==> config.mk <==
export PLATFORM = sky130hd
export DESIGN_NAME = pxb_top
export DESIGN_NICKNAME = d
export VERILOG_FILES = /design/src/rtl/pxb_pkg.sv /design/src/rtl/pxb_pad.sv /design/src/rtl/pxb_route.sv /design/src/rtl/pxb_top.sv
export SDC_FILE = /design/constraint.sdc
export NUM_CORES = 2
export LEC_CHECK = 0
export ABC_CLOCK_PERIOD_IN_PS = 8600
export CAP_MARGIN = 15
export CORE_MARGIN = 4
export CORE_UTILIZATION = 28
export DETAILED_ROUTE_END_ITERATION = 8
export DONT_BUFFER_PORTS = 1
export PLACE_DENSITY = 0.45
export SLEW_MARGIN = 10
export SYNTH_ARGS = -nofsm -noshare
export SYNTH_HDL_FRONTEND = slang
export SYNTH_HIERARCHICAL = 1
export SYNTH_SLANG_ARGS = --single-unit
==> constraint.sdc <==
create_clock -name clk -period 8.6 [get_ports clk]
set_input_delay 2.58 -clock clk [delete_from_list [all_inputs] [get_ports clk]]
set_output_delay 2.58 -clock clk [all_outputs]
set_load 0.01 [all_outputs]
==> src/rtl/pxb_pkg.sv <==
// constants, codes and register layout shared by the port crossbar
package pxb_pkg;

  // ==========================================================
  // pin layout
  localparam int NUM_PINS  = 29;  // three byte ports plus one 5-bit port
  localparam int NUM_XPINS = 20;  // P0.0 .. P2.3 may carry routed functions
  localparam int NUM_FN    = 21;
  localparam int FNW       = 5;
  localparam int TX_PIN    = 4;
  localparam int RX_PIN    = 5;
  localparam logic [3:0][7:0] PORT_MASK = {8'h1F, 8'hFF, 8'hFF, 8'hFF};

  // ==========================================================
  // function codes; the code is also the placement rank, lowest first
  localparam logic [4:0] FN_TX     = 5'h00;
  localparam logic [4:0] FN_RX     = 5'h01;
  localparam logic [4:0] FN_SCK    = 5'h02;
  localparam logic [4:0] FN_MISO   = 5'h03;
  localparam logic [4:0] FN_MOSI   = 5'h04;
  localparam logic [4:0] FN_SS     = 5'h05;
  localparam logic [4:0] FN_SDA    = 5'h06;
  localparam logic [4:0] FN_SCL    = 5'h07;
  localparam logic [4:0] FN_CP0    = 5'h08;
  localparam logic [4:0] FN_CP0A   = 5'h09;
  localparam logic [4:0] FN_CP1    = 5'h0A;
  localparam logic [4:0] FN_CP1A   = 5'h0B;
  localparam logic [4:0] FN_SYSCLK = 5'h0C;
  localparam logic [4:0] FN_CEX0   = 5'h0D;
  localparam logic [4:0] FN_ECI    = 5'h12;
  localparam logic [4:0] FN_T0     = 5'h13;
  localparam logic [4:0] FN_T1     = 5'h14;
  localparam logic [4:0] FN_NONE   = 5'h1F;
  localparam logic [2:0] CEX_MAX   = 3'h5;

  // ==========================================================
  // field positions in function_select_a / function_select_b
  localparam int SA_UART   = 0;
  localparam int SA_SPI    = 1;
  localparam int SA_SMB    = 2;
  localparam int SA_SYSCLK = 3;
  localparam int SA_CP0    = 4;
  localparam int SA_CP0A   = 5;
  localparam int SA_CP1    = 6;
  localparam int SA_CP1A   = 7;
  localparam int SB_CEX_LO = 0;
  localparam int SB_ECI    = 3;
  localparam int SB_T0     = 4;
  localparam int SB_T1     = 5;
  localparam int SB_XBAR   = 6;

  // ==========================================================
  // register word indexes, byte address is four times the index
  localparam logic [5:0] WI_SEL_A = 6'h00;
  localparam logic [5:0] WI_SEL_B = 6'h01;
  localparam logic [5:0] WI_SKIP0 = 6'h02;
  localparam logic [5:0] WI_MODE0 = 6'h05;
  localparam logic [5:0] WI_PORT0 = 6'h09;
  localparam logic [5:0] WI_SPI   = 6'h0D;
  localparam logic [5:0] WI_STAT  = 6'h0E;
  localparam logic [1:0] RESP_OKAY   = 2'h0;
  localparam logic [1:0] RESP_SLVERR = 2'h2;

endpackage

==> src/rtl/pxb_pad.sv <==
// output driver choice for one port pin
`timescale 1ns/10ps

module pxb_pad (
  // routing and configuration
  input  wire logic                        xbar_en,
  input  wire logic [pxb_pkg::FNW-1:0]     fn,
  input  wire logic                        latch,
  input  wire logic                        push_pull,
  // peripheral drive requests
  input  wire logic [pxb_pkg::NUM_FN-1:0]  fn_out,
  input  wire logic [pxb_pkg::NUM_FN-1:0]  fn_oe,
  // resulting drive
  output logic                             drv_val,
  output logic                             drv_en
);

  logic want;
  logic pp;

  // ==========================================================
  // routed function or plain latch; open drain only ever pulls low
  always_comb begin
    drv_val = latch;
    want    = 1'b1;
    pp      = push_pull;
    if (fn < 5'(pxb_pkg::NUM_FN)) begin
      drv_val = fn_out[fn];
      want    = fn_oe[fn];
      // bus lines stay open drain whatever the mode bit holds
      if (fn == pxb_pkg::FN_SDA || fn == pxb_pkg::FN_SCL) begin
        pp = 1'b0;
      end
    end
    drv_en = xbar_en && want && (pp || !drv_val);
  end

endmodule // pxb_pad

==> src/rtl/pxb_route.sv <==
// priority walk that places selected functions onto crossbar pins
`timescale 1ns/10ps

module pxb_route (
  // selected functions and skipped pins
  input  wire logic [pxb_pkg::NUM_FN-1:0]                      func_en,
  input  wire logic [pxb_pkg::NUM_XPINS-1:0]                   skip,
  // placement result
  output logic      [pxb_pkg::NUM_XPINS-1:0][pxb_pkg::FNW-1:0] pin_fn,
  output logic      [pxb_pkg::NUM_XPINS-1:0]                   routed
);

  logic [pxb_pkg::NUM_XPINS-1:0] taken;
  logic                          found;

  // ==========================================================
  // purely combinational so routing follows the registers at once
  always_comb begin
    taken  = skip;
    routed = '0;
    found  = 1'b0;
    for (int p = 0; p < pxb_pkg::NUM_XPINS; p++) begin
      pin_fn[p] = pxb_pkg::FN_NONE;
    end
    // uart pair is pinned down whatever the skip mask says
    if (func_en[pxb_pkg::FN_TX]) begin
      pin_fn[pxb_pkg::TX_PIN] = pxb_pkg::FN_TX;
      pin_fn[pxb_pkg::RX_PIN] = pxb_pkg::FN_RX;
      taken[pxb_pkg::TX_PIN]  = 1'b1;
      taken[pxb_pkg::RX_PIN]  = 1'b1;
      routed[pxb_pkg::TX_PIN] = 1'b1;
      routed[pxb_pkg::RX_PIN] = 1'b1;
    end
    // rank order walk, each function takes the lowest free pin
    for (int f = int'(pxb_pkg::FN_SCK); f < pxb_pkg::NUM_FN; f++) begin
      found = 1'b0;
      if (func_en[f]) begin
        for (int p = 0; p < pxb_pkg::NUM_XPINS; p++) begin
          if (!found && !taken[p]) begin
            pin_fn[p] = 5'(f);
            taken[p]  = 1'b1;
            routed[p] = 1'b1;
            found     = 1'b1;
          end
        end
      end
    end
  end

endmodule // pxb_route

==> src/rtl/pxb_top.sv <==
// port crossbar: register slave, priority placement and pin drivers
// How it works
// functions rank in fixed order, uart highest, and take pins in that order
// each selected function gets the lowest still unassigned pin
// selected uart always sits on P0.4 transmit and P0.5 receive
// pins already given to higher functions are passed over
// pins marked in a skip mask count as occupied
// uart functions reserve both their pins together; bus functions take pins one by one and can be split
// leftover unskipped pins stay general purpose port pins
// only P0.0 through P2.3 can carry routed functions
// port data reads return the live pin levels
// slave select takes a pin only in four wire mode
// software skips pins used by peripherals outside the crossbar
// software skips pins of special function signals by hand
// skip bit n of a port masks pin n of that port
// smallest variant software sets top two port1 skip bits
// each pin driver is push pull or open drain by mode register, except bus pins, which stay open drain
// two select registers choose which functions join placement
// pins form three byte ports plus one 5-bit port
// crossbar disabled keeps every pin input with drivers off
// counter array field n routes channels 0 to n-1, never more than channels 0 to 4
// rank order below uart is a fixed constant table
// placement recomputes from registers, pins follow next cycle
`timescale 1ns/10ps

module pxb_top (
  // clock and reset
  input  wire logic                        clk,
  input  wire logic                        nrst,
  // axi4-lite write
  input  wire logic                        s_axi_awvalid,
  output logic                             s_axi_awready,
  input  wire logic [7:0]                  s_axi_awaddr,
  input  wire logic                        s_axi_wvalid,
  output logic                             s_axi_wready,
  input  wire logic [31:0]                 s_axi_wdata,
  input  wire logic [3:0]                  s_axi_wstrb,
  output logic                             s_axi_bvalid,
  input  wire logic                        s_axi_bready,
  output logic      [1:0]                  s_axi_bresp,
  // axi4-lite read
  input  wire logic                        s_axi_arvalid,
  output logic                             s_axi_arready,
  input  wire logic [7:0]                  s_axi_araddr,
  output logic                             s_axi_rvalid,
  input  wire logic                        s_axi_rready,
  output logic      [31:0]                 s_axi_rdata,
  output logic      [1:0]                  s_axi_rresp,
  // port pins
  input  wire logic [pxb_pkg::NUM_PINS-1:0] pin_in,
  output logic      [pxb_pkg::NUM_PINS-1:0] pin_out,
  output logic      [pxb_pkg::NUM_PINS-1:0] pin_oe_n,
  // peripheral side, indexed by function code
  input  wire logic [pxb_pkg::NUM_FN-1:0]   fn_out,
  input  wire logic [pxb_pkg::NUM_FN-1:0]   fn_oe,
  output logic      [pxb_pkg::NUM_FN-1:0]   fn_in
);

  typedef struct packed {
    logic                          awready;
    logic                          wready;
    logic                          arready;
    logic                          bvalid;
    logic [1:0]                    bresp;
    logic                          rvalid;
    logic [31:0]                   rdata;
    logic [1:0]                    rresp;
    logic                          aw_have;
    logic                          w_have;
    logic [5:0]                    waddr;
    logic [7:0]                    wdata;
    logic                          wstb;
    logic [7:0]                    sel_a;
    logic [7:0]                    sel_b;
    logic [2:0][7:0]               skip;
    logic [3:0][7:0]               mode;
    logic [3:0][7:0]               lat;
    logic [1:0]                    ssmode;
    logic [pxb_pkg::NUM_PINS-1:0]  pin_out;
    logic [pxb_pkg::NUM_PINS-1:0]  pin_oe_n;
    logic [pxb_pkg::NUM_FN-1:0]    fn_in;
  } pxb_state_t;

  // latches reset high, drivers off, channels ready
  localparam pxb_state_t ST_RST = '{awready: 1'b1, wready: 1'b1, arready: 1'b1,
                                    lat: pxb_pkg::PORT_MASK, pin_oe_n: '1, fn_in: '1, default: '0};

  pxb_state_t                                       q;
  pxb_state_t                                       d;
  logic                                             rst_s1_q;
  logic                                             rst_n_q;
  logic                                             xbar_en;
  logic [pxb_pkg::NUM_FN-1:0]                       func_en;
  logic [pxb_pkg::NUM_XPINS-1:0]                    skip_all;
  logic [pxb_pkg::NUM_XPINS-1:0][pxb_pkg::FNW-1:0]  pin_fn;
  logic [pxb_pkg::NUM_XPINS-1:0]                    routed;
  logic [pxb_pkg::NUM_PINS-1:0][pxb_pkg::FNW-1:0]   fn_all;
  logic [pxb_pkg::NUM_PINS-1:0]                     drv_val;
  logic [pxb_pkg::NUM_PINS-1:0]                     drv_en;
  logic [3:0][7:0]                                  pin_bytes;
  logic [5:0]                                       wi;
  logic [5:0]                                       ri;
  logic [5:0]                                       kw;
  logic [5:0]                                       kr;
  logic                                             wr_ok;
  logic                                             rd_ok;
  logic [31:0]                                      rd_val;

  // ==========================================================
  // reset release through two flops; assertion stays asynchronous
  always_ff @(posedge clk or negedge nrst) begin
    if (!nrst) begin
      rst_s1_q <= 1'b0;
      rst_n_q  <= 1'b0;
    end else begin
      rst_s1_q <= 1'b1;
      rst_n_q  <= rst_s1_q;
    end
  end

  // ==========================================================
  // function selection from the two select registers
  assign xbar_en = q.sel_b[pxb_pkg::SB_XBAR];
  always_comb begin
    func_en = '0;
    func_en[pxb_pkg::FN_TX]     = q.sel_a[pxb_pkg::SA_UART];
    func_en[pxb_pkg::FN_RX]     = q.sel_a[pxb_pkg::SA_UART];
    func_en[pxb_pkg::FN_SCK]    = q.sel_a[pxb_pkg::SA_SPI];
    func_en[pxb_pkg::FN_MISO]   = q.sel_a[pxb_pkg::SA_SPI];
    func_en[pxb_pkg::FN_MOSI]   = q.sel_a[pxb_pkg::SA_SPI];
    func_en[pxb_pkg::FN_SS]     = q.sel_a[pxb_pkg::SA_SPI] && (q.ssmode != 2'h0);
    func_en[pxb_pkg::FN_SDA]    = q.sel_a[pxb_pkg::SA_SMB];
    func_en[pxb_pkg::FN_SCL]    = q.sel_a[pxb_pkg::SA_SMB];
    func_en[pxb_pkg::FN_CP0]    = q.sel_a[pxb_pkg::SA_CP0];
    func_en[pxb_pkg::FN_CP0A]   = q.sel_a[pxb_pkg::SA_CP0A];
    func_en[pxb_pkg::FN_CP1]    = q.sel_a[pxb_pkg::SA_CP1];
    func_en[pxb_pkg::FN_CP1A]   = q.sel_a[pxb_pkg::SA_CP1A];
    func_en[pxb_pkg::FN_SYSCLK] = q.sel_a[pxb_pkg::SA_SYSCLK];
    // channel i joins when the field exceeds i
    for (int i = 0; i < int'(pxb_pkg::CEX_MAX); i++) begin
      func_en[int'(pxb_pkg::FN_CEX0) + i] = q.sel_b[pxb_pkg::SB_CEX_LO +: 3] > 3'(i);
    end
    func_en[pxb_pkg::FN_ECI]    = q.sel_b[pxb_pkg::SB_ECI];
    func_en[pxb_pkg::FN_T0]     = q.sel_b[pxb_pkg::SB_T0];
    func_en[pxb_pkg::FN_T1]     = q.sel_b[pxb_pkg::SB_T1];
  end

  // skip bit n of a port lines up with pin n; port2 stops at pin 3
  assign skip_all  = {q.skip[2][3:0], q.skip[1], q.skip[0]};
  assign fn_all    = {{(pxb_pkg::NUM_PINS - pxb_pkg::NUM_XPINS){pxb_pkg::FN_NONE}}, pin_fn};
  assign pin_bytes = {3'h0, pin_in};

  pxb_route u_route (
    .func_en (func_en),
    .skip    (skip_all),
    .pin_fn  (pin_fn),
    .routed  (routed)
  );

  genvar g;
  generate
    for (g = 0; g < pxb_pkg::NUM_PINS; g++) begin : g_pad
      pxb_pad u_pad (
        .xbar_en   (xbar_en),
        .fn        (fn_all[g]),
        .latch     (q.lat[g / 8][g % 8]),
        .push_pull (q.mode[g / 8][g % 8]),
        .fn_out    (fn_out),
        .fn_oe     (fn_oe),
        .drv_val   (drv_val[g]),
        .drv_en    (drv_en[g])
      );
    end
  endgenerate

  // ==========================================================
  // next state: bus channels, register writes, read mux, pin flops
  always_comb begin
    d      = q;
    wi     = q.waddr;
    ri     = s_axi_araddr[7:2];
    kw     = wi - pxb_pkg::WI_SKIP0;
    kr     = ri - pxb_pkg::WI_SKIP0;
    wr_ok  = 1'b1;
    rd_ok  = 1'b1;
    rd_val = 32'h0000_0000;
    // address and data are taken independently, in either order
    if (q.awready && s_axi_awvalid) begin
      d.awready = 1'b0;
      d.aw_have = 1'b1;
      d.waddr   = s_axi_awaddr[7:2];
    end
    if (q.wready && s_axi_wvalid) begin
      d.wready = 1'b0;
      d.w_have = 1'b1;
      d.wdata  = s_axi_wdata[7:0];
      d.wstb   = s_axi_wstrb[0];
    end
    // registers are one byte wide, so lane 0 alone carries data
    if (q.aw_have && q.w_have && !q.bvalid) begin
      if (wi == pxb_pkg::WI_SEL_A) begin
        if (q.wstb) d.sel_a = q.wdata;
      end else if (wi == pxb_pkg::WI_SEL_B) begin
        if (q.wstb) d.sel_b = q.wdata;
      end else if (wi >= pxb_pkg::WI_SKIP0 && wi < pxb_pkg::WI_MODE0) begin
        if (q.wstb) d.skip[kw[1:0]] = q.wdata;
      end else if (wi >= pxb_pkg::WI_MODE0 && wi < pxb_pkg::WI_PORT0) begin
        kw = wi - pxb_pkg::WI_MODE0;
        if (q.wstb) d.mode[kw[1:0]] = q.wdata & pxb_pkg::PORT_MASK[kw[1:0]];
      end else if (wi >= pxb_pkg::WI_PORT0 && wi < pxb_pkg::WI_SPI) begin
        kw = wi - pxb_pkg::WI_PORT0;
        if (q.wstb) d.lat[kw[1:0]] = q.wdata & pxb_pkg::PORT_MASK[kw[1:0]];
      end else if (wi == pxb_pkg::WI_SPI) begin
        if (q.wstb) d.ssmode = q.wdata[1:0];
      end else if (wi != pxb_pkg::WI_STAT) begin
        wr_ok = 1'b0;
      end
      d.bvalid  = 1'b1;
      d.bresp   = wr_ok ? pxb_pkg::RESP_OKAY : pxb_pkg::RESP_SLVERR;
      d.aw_have = 1'b0;
      d.w_have  = 1'b0;
    end
    if (q.bvalid && s_axi_bready) begin
      d.bvalid  = 1'b0;
      d.awready = 1'b1;
      d.wready  = 1'b1;
    end
    // read mux; port words show the pins, not the latches
    if (ri == pxb_pkg::WI_SEL_A) begin
      rd_val[7:0] = q.sel_a;
    end else if (ri == pxb_pkg::WI_SEL_B) begin
      rd_val[7:0] = q.sel_b;
    end else if (ri >= pxb_pkg::WI_SKIP0 && ri < pxb_pkg::WI_MODE0) begin
      rd_val[7:0] = q.skip[kr[1:0]];
    end else if (ri >= pxb_pkg::WI_MODE0 && ri < pxb_pkg::WI_PORT0) begin
      kr = ri - pxb_pkg::WI_MODE0;
      rd_val[7:0] = q.mode[kr[1:0]];
    end else if (ri >= pxb_pkg::WI_PORT0 && ri < pxb_pkg::WI_SPI) begin
      kr = ri - pxb_pkg::WI_PORT0;
      rd_val[7:0] = pin_bytes[kr[1:0]];
    end else if (ri == pxb_pkg::WI_SPI) begin
      rd_val[1:0] = q.ssmode;
    end else if (ri == pxb_pkg::WI_STAT) begin
      rd_val[pxb_pkg::NUM_XPINS-1:0] = routed;
    end else begin
      rd_ok = 1'b0;
    end
    if (q.arready && s_axi_arvalid) begin
      d.arready = 1'b0;
      d.rvalid  = 1'b1;
      d.rdata   = rd_val;
      d.rresp   = rd_ok ? pxb_pkg::RESP_OKAY : pxb_pkg::RESP_SLVERR;
    end
    if (q.rvalid && s_axi_rready) begin
      d.rvalid  = 1'b0;
      d.arready = 1'b1;
    end
    // pins land one cycle after the registers change
    d.pin_out  = drv_val;
    d.pin_oe_n = ~drv_en;
    // inputs idle high when their function holds no pin
    d.fn_in = '1;
    for (int p = 0; p < pxb_pkg::NUM_XPINS; p++) begin
      if (xbar_en && pin_fn[p] != pxb_pkg::FN_NONE) d.fn_in[pin_fn[p]] = pin_in[p];
    end
  end

  always_ff @(posedge clk or negedge rst_n_q) begin
    if (!rst_n_q) begin
      q <= ST_RST;
    end else begin
      q <= d;
    end
  end

  assign s_axi_awready = q.awready;
  assign s_axi_wready  = q.wready;
  assign s_axi_bvalid  = q.bvalid;
  assign s_axi_bresp   = q.bresp;
  assign s_axi_arready = q.arready;
  assign s_axi_rvalid  = q.rvalid;
  assign s_axi_rdata   = q.rdata;
  assign s_axi_rresp   = q.rresp;
  assign pin_out       = q.pin_out;
  assign pin_oe_n      = q.pin_oe_n;
  assign fn_in         = q.fn_in;

  // ==========================================================
  // checks; helper views of the placement
  logic       seen_free;
  logic       gap_bad;
  logic       ss_placed;
  logic       sda_on;
  logic       scl_on;
  logic [2:0] cex_pins;
  logic [2:0] cex_want;
  logic [pxb_pkg::NUM_XPINS-1:0] uart_mask;

  always_comb begin
    seen_free = 1'b0;
    gap_bad   = 1'b0;
    ss_placed = 1'b0;
    sda_on    = 1'b0;
    scl_on    = 1'b0;
    cex_pins  = 3'h0;
    uart_mask = '0;
    uart_mask[pxb_pkg::TX_PIN] = func_en[pxb_pkg::FN_TX];
    uart_mask[pxb_pkg::RX_PIN] = func_en[pxb_pkg::FN_TX];
    cex_want  = (q.sel_b[2:0] > pxb_pkg::CEX_MAX) ? pxb_pkg::CEX_MAX : q.sel_b[2:0];
    for (int p = 0; p < pxb_pkg::NUM_XPINS; p++) begin
      if (!skip_all[p] && !routed[p]) seen_free = 1'b1;
      else if (routed[p] && !uart_mask[p] && seen_free) gap_bad = 1'b1;
      if (pin_fn[p] == pxb_pkg::FN_SS) ss_placed = 1'b1;
      if (pin_fn[p] == pxb_pkg::FN_SDA) sda_on = 1'b1;
      if (pin_fn[p] == pxb_pkg::FN_SCL) scl_on = 1'b1;
      if (pin_fn[p] >= pxb_pkg::FN_CEX0 && pin_fn[p] < pxb_pkg::FN_ECI) cex_pins = cex_pins + 3'h1;
    end
  end
endmodule // pxb_top

* After elaboration in Yosys (flattened, before gate mapping)
Cells that the tools add are included.
** Storage, ports and cells
- Register bits after elaboration :: 233
- Input bits :: 130
- Output and inout port bits :: 120
- Word-level logic and storage cells :: 3665
** Operators by class
- Eq/ne operators :: 66
- Reductions and logical operators :: 1283
- Magnitude comparators :: 86
- Bitwise gates (word level) :: 10
- Add/sub/neg operators :: 6
- Mux-type cells :: 2182
** Operators by type and width (count)
- 100-bit two-way mux :: 19
- 5-bit two-way mux :: 380
- 1-bit two-way mux :: 1606
- 20-bit two-way mux :: 38
- 1-bit zero test :: 752
- 1-bit logical AND :: 467
- 21-bit two-way mux :: 20
- 21-bit bitwise mux :: 19
- 1-bit binary-select mux with 5-bit select :: 40
- 5-bit by 3-bit == test with 1-bit output, second input constant :: 40
- 5-bit by 6-bit < comparator with 1-bit output, second input constant :: 20
- 8-bit two-way mux :: 13
- 1-bit demux with 5-bit select :: 20
- 5-bit by 1-bit greater-or-equal comparator with 1-bit output, second input constant :: 20
- 5-bit < comparator, second input constant :: 20
- 5-bit inequality test, second input constant :: 20
- 8-bit binary-select mux with 2-bit select :: 5
- 32-bit bitwise mux :: 2
- 12-bit two-way mux :: 5
- 1-bit logical OR :: 49
- 8-bit demux with 2-bit select :: 3
- 35-bit two-way mux :: 1
- 29-bit NOT :: 1
- 24-bit bitwise mux :: 1
- 31 further kinds :: 72

* Depth between registers and ports, before layout
- Depth after elaboration :: 1527
- Gate-level depth with buffers :: 42
- Mapped depth without buffers :: 32

* By module
Netlist, hierarchy kept.
** Modules (own cells, without submodules)
- pxb_top :: area an instance 19381.1 µm², times used 1, cells each 2224, seq. area each 5808.1 µm²
- pxb_route :: area an instance 13783.2 µm², times used 1, cells each 2220, seq. area each 0.0 µm²
- pxb_pad :: area an instance 454.2 µm², times used 29, cells each 48, seq. area each 0.0 µm²

* Worst setup path before layout
OpenSTA, ideal clock, no wires.
- Kind :: flip-flop to flip-flop
- Start point :: reg q, in the netlist func_en[2]
- End point :: reg q, in the netlist pin_oe_n[18]
- Period minus slack after synthesis :: 9.313 ns
- Data required time :: 8.521 ns
- Buffers on the path :: 7
- Cell stages (with the launch flop) :: 38
- Arrival time :: 9.234 ns
- Setup slack :: -0.713 ns
- Setup time :: 0.079 ns
- Cell sequence :: dfrtp_1 buf_4 or4_1 buf_2 a21o_1 and3_1 buf_2 a2111oi_2 a211oi_2 and3_4 maj3_2 a31oi_2 a21oi_1 o211a_2 o21ai_4 a21boi_1 or4_1 clkbuf_1 (+2 left out) and3_1 buf_6 a21oi_2 or3_4 a21o_1 buf_6 a32o_1 a211o_1 mux2i_1 a21oi_1 a2111oi_0 buf_6 mux2i_1 nor2_1 or4_1 and3_4 a211oi_2 inv_1
** RTL lines
- from (decl) :: RTL line pxb_top.sv:88 : pxb_state_t q;
- from (signal assigned) :: RTL line pxb_top.sv:270 : q <= ST_RST;
- from (signal assigned) :: RTL line pxb_top.sv:272 : q <= d;

==> implementation parameters <==
Parameter                              Value

Timing
  Unrepaired setup endpoints after global routing ... true
  Pin slew with the least headroom to its limit ... 1.27 ns
  Number of hold violations in the final report ... 0
  Clock skew after layout ... 0.0423 ns
  Relative max-transition margin ... 0.150
  Final Worst Setup Slack ... -0.488 ns
  Highest Clock Rate ... 110 MHz
  Ratio of final minimum period to clock period ... 1.06
  Final period demand of the worst path ... 9.09 ns
  Number of setup violations in the final report ... 31
  Slew Viols, Final ... 0
  Final-layout worst hold slack ... 0.349 ns

Clock network
  Clk root buf ... sky130_fd_sc_hd__clkbuf_16
  Clock tree from TritonCTS ... built
  Hold Buf Count CTS ... 0
  Clock slew at reported path FFs ... 0.06 ns
  Clock network latency to the later pin of the worst-skew pair ... 0.64 ns
  Number of levels the H-tree was split into ... 2
  Clock Tree Buf Depth ... 3
  Total CTS buffers ... 35
  Clock net sink count ... 228

Yosys
  Fraction of the yosys area taken by sequential cells ... 0.125
  Proportion of synthesized flip-flops having asynchronous set or reset ... 1.00
  Number of enable flip-flop cells after synthesis ... 0
  Yosys synthesis warning count ... 6
  Basic-gate share of the synthesized area counting and, or, nand and nor cells ... 0.285
  Compound-Gate Fraction of Synth Area ... 0.314
  Commonest register cell after synthesis ... sky130_fd_sc_hd__dfrtp_1
  Area share of the largest cell type after synthesis ... 0.0822
  Post-Synth XOR/XNOR Area ... 0.00302
  Share of synthesized area spent on multiplexers ... 0.187
  Area share of fa/ha/maj cells after synthesis ... 0.0107
  Most frequent cell after synthesis ... sky130_fd_sc_hd__nor2_1
  Cell taking the most area after synthesis ... sky130_fd_sc_hd__mux4_1
  Post-Synthesis Mean Instance Area ... 7.94 µm²
  Register bit total from synthesis ... 228
  Commonest cells post-synth ... sky130_fd_sc_hd__nor2_1 (445), sky130_fd_sc_hd__nand2_1 (432), sky130_fd_sc_hd__o21ai_0 (324)
  Mapped cell area ... 46,300 µm²
  Combinational family with the most area after synthesis ... compound AO/OA/AOI/OAI gates
  Leading cell types by total area after synthesis ... sky130_fd_sc_hd__mux4_1 (8.2%), sky130_fd_sc_hd__dfrtp_1 (7.9%), sky130_fd_sc_hd__mux2i_1 (6.3%)
  Instance count of the mapped netlist ... 5,836
  Number of library cell types mapped by synthesis ... 155

Drt
  Met2 wire length ... 116,000 µm
  Length of the first detailed-routing pass in iterations ... 7
  DRC violation total after the first TritonRoute iteration ... 6,021
  Via count ... 58.3k
  WL/cell ... 27.3 µm
  Antenna-violating nets left ... 0
  Vias per Instance ... 6.01
  Total Routed Length ... 265,000 µm
  Highest routed metal layer ... met5
  # DRC ... 0
  Routed met1 length ... 110,000 µm
  Met3 wire length ... 19,400 µm

Floorplanning
  I/O pin cnt ... 250
  FP Rows ... 149
  Vertical die dimension ... 415 µm
  Area enclosed by the die boundary ... 172,000 µm²
  Area of the placeable core ... 165,000 µm²
  Width of the chip ... 415 µm
  Starting density of the core ... 0.281

Critical path
  CP peak stage delay ... 0.60 ns
  Element type at the critical path start ... register
  Slowest cell on crit path ... sky130_fd_sc_hd__or4b_4
  Register-to-register setup slack ... -0.49 ns
  Required time of the critical path ... 9.12 ns
  Maximum fanout encountered on the critical timing path ... 6
  Arrival time at the worst endpoint ... 9.61 ns
  Most Frequent Cell on Critical Path ... sky130_fd_sc_hd__buf_6
  Kind of end point of the critical path ... register
  Path type of the worst setup path ... register to register

Global routing
  Antenna violations before repair ... 11
  Remaining global-route overflow ... 0
  Pin count of the biggest net entering global routing ... 129
  Global-route total usage across every layer ... 0.287
  Wire length of the first global-routing pass ... 376,000 µm
  Vias in the first global route ... 55.7k

Placement
  Global placer's final weighted congestion ... 0.998
  Setup Slack @ Placement ... -1.24 ns
  Post-Place Cell Area ... 60,100 µm²
  Estimated wirelength of the detail-placed design ... 193,000 µm
  Buffers on Ports ... 0

Power and ir drop
  Peak VDD IR ... 0.213 mV
  Static Leak ... 0.0290 µW
  Power Dens Cells ... 94.5 nW/µm²

Worst hold path
  Hold Path Class ... register to register

Final layout
  Final instance area ... 68,100 µm²
  Fraction of layout instances using a drive strength above 1 ... 0.420
  Synth-to-layout area growth ... 46.9%
  Combined flip-flop and latch cell area ... 5820 µm²
  Total of fill cells in the finished design ... 16.7k
  Area of combinational cells with multiple inputs ... 42,000 µm²
  Post-layout nets ... 7,612

Job
  Max capacitance violation total ... 0

Run status
  Run status ... complete, but fails checks
  Violated checks ... setup timing
flip-flops by register name (all words and copies together) (netlist names), 6 cells and up:
name         cells
s_axi_rdata     20
func_en         11
fn_in           21
wi               6
q              103
pin_oe_n        29
pin_out         29
where the power goes:
| part | internal (µW) | total, µW | switching (µW) | leakage (µW) |
|---|---|---|---|---|
| clock | 885 | 1560 | 672 | 0.000559 |
| sequential | 1240 | 1530 | 282 | 0.00281 |
| combinational | 1420 | 3350 | 1920 | 0.0256 |
| total | 3550 | 6430 | 2880 | 0.0290 |
timing repair:
action | CTS | global route
hold endpoints to repair | 0 | 0
endpoints found under the setup margin | 35 | 44
resized for setup | 511 | 427
pin swaps | 173 | 144
setup buffers | 168 | 129
gates cloned | 7 | 4
through the flow:
| step | std cells | power (µW) | setup TNS (ns) | utilization |
|---|---|---|---|---|
| final | 9707 | 6430 | -10.62 | 0.413 |
| after global routing | 9702 | 6720 | -21.18 | 0.413 |
| after CTS | 9569 | 6290 | -6.31 | 0.394 |
| after detailed placement | 9335 | 4540 | -30.84 | 0.365 |
| after global placement | 9334 | 4510 | -30.41 | 0.365 |
| after floorplan | 6047 | 3400 | -0.270 | - |
per-layer routing:
metal | global-route usage | up-vias
met5 | 0 | -
met4 | 0.165 | 8
met3 | 0.0421 | 622
met2 | 0.451 | 2719
met1 | 0.374 | 28600
li1 | - | 26400
cell families after synthesis:
kind of cell / Yosys count
adder cells (fa/ha/maj): 47
flip-flops: 228
other: 2
XOR/XNOR: 16
multiplexers: 596
AO/OA/AOI/OAI: 1977
AND/OR/NAND/NOR: 2313
buffers and inverters: 657
critical path, delay by kind of cell (launching register included):
family	cells	cell delay, ns
buf+inv	16	2.46
simple gates	5	1.01
compound gates	24	4.66
fa+ha+maj	1	0.35
flops	1	0.47
final cells by class:
cell class                 count  share of cell area
antenna                       14            0.000515
clock buffer                  46              0.0141
clock inverter                17             0.00301
inverter                     115             0.00634
multi-input combinational   5164               0.616
sequential                   228              0.0855
tap                         2189              0.0402
timing repair buffer        1934               0.234
cell usage in the layout (no fill, tap or decap), types with 35 or more instances in the layout:
cell type                   instances
sky130_fd_sc_hd__nand2_1          393
sky130_fd_sc_hd__mux4_1           145
sky130_fd_sc_hd__a2111oi_0         62
sky130_fd_sc_hd__a211oi_2          48
sky130_fd_sc_hd__or4_1             65
sky130_fd_sc_hd__a31oi_1           53
sky130_fd_sc_hd__mux2_2           148
sky130_fd_sc_hd__dfrtp_1          139
sky130_fd_sc_hd__clkbuf_16         40
sky130_fd_sc_hd__o22ai_1          144
sky130_fd_sc_hd__buf_4           1723
sky130_fd_sc_hd__inv_1            112
sky130_fd_sc_hd__nor2_1           398
sky130_fd_sc_hd__and2_1            45
sky130_fd_sc_hd__a211oi_1          64
sky130_fd_sc_hd__nand3_1          132
sky130_fd_sc_hd__nor2b_1          120
sky130_fd_sc_hd__buf_12            54
sky130_fd_sc_hd__o211ai_1          76
sky130_fd_sc_hd__nor3b_1           38
sky130_fd_sc_hd__nand2b_1         103
sky130_fd_sc_hd__a32oi_1           35
sky130_fd_sc_hd__nor3_2            41
sky130_fd_sc_hd__mux2i_1          287
sky130_fd_sc_hd__buf_6            137
sky130_fd_sc_hd__nor4_1            55
sky130_fd_sc_hd__o21ai_1           71
sky130_fd_sc_hd__nand3b_1          68
sky130_fd_sc_hd__dfstp_2           82
sky130_fd_sc_hd__and3_1            38
sky130_fd_sc_hd__a21oi_1          231
sky130_fd_sc_hd__a21o_1            40
sky130_fd_sc_hd__a22oi_1           58
sky130_fd_sc_hd__nand4_1           48
sky130_fd_sc_hd__nor2_2            37
sky130_fd_sc_hd__o21ai_0          280
sky130_fd_sc_hd__conb_1           213
sky130_fd_sc_hd__o31ai_1           47
sky130_fd_sc_hd__nor3_1           167
sky130_fd_sc_hd__a21oi_2           51
worst paths after layout:
path	start	endpoint	depth (start not counted)
max in group asynchronous	rst_n_q$_DFF_PN0_	s_axi_rdata[14]$_DFFE_PN0P_	1
setup reg to reg	func_en[2]$_DFFE_PN0P_	fn_in[10]$_DFF_PN1_	46
hold reg to reg	rst_s1_q$_DFF_PN0_	rst_n_q$_DFF_PN0_	0
min in group asynchronous	rst_n_q$_DFF_PN0_	q[137]$_DFFE_PN0P_	0
setup / recovery	func_en[2]$_DFFE_PN0P_	fn_in[10]$_DFF_PN1_	46
hold / removal	rst_s1_q$_DFF_PN0_	rst_n_q$_DFF_PN0_	0
Power figures use the tool's default switching activity.
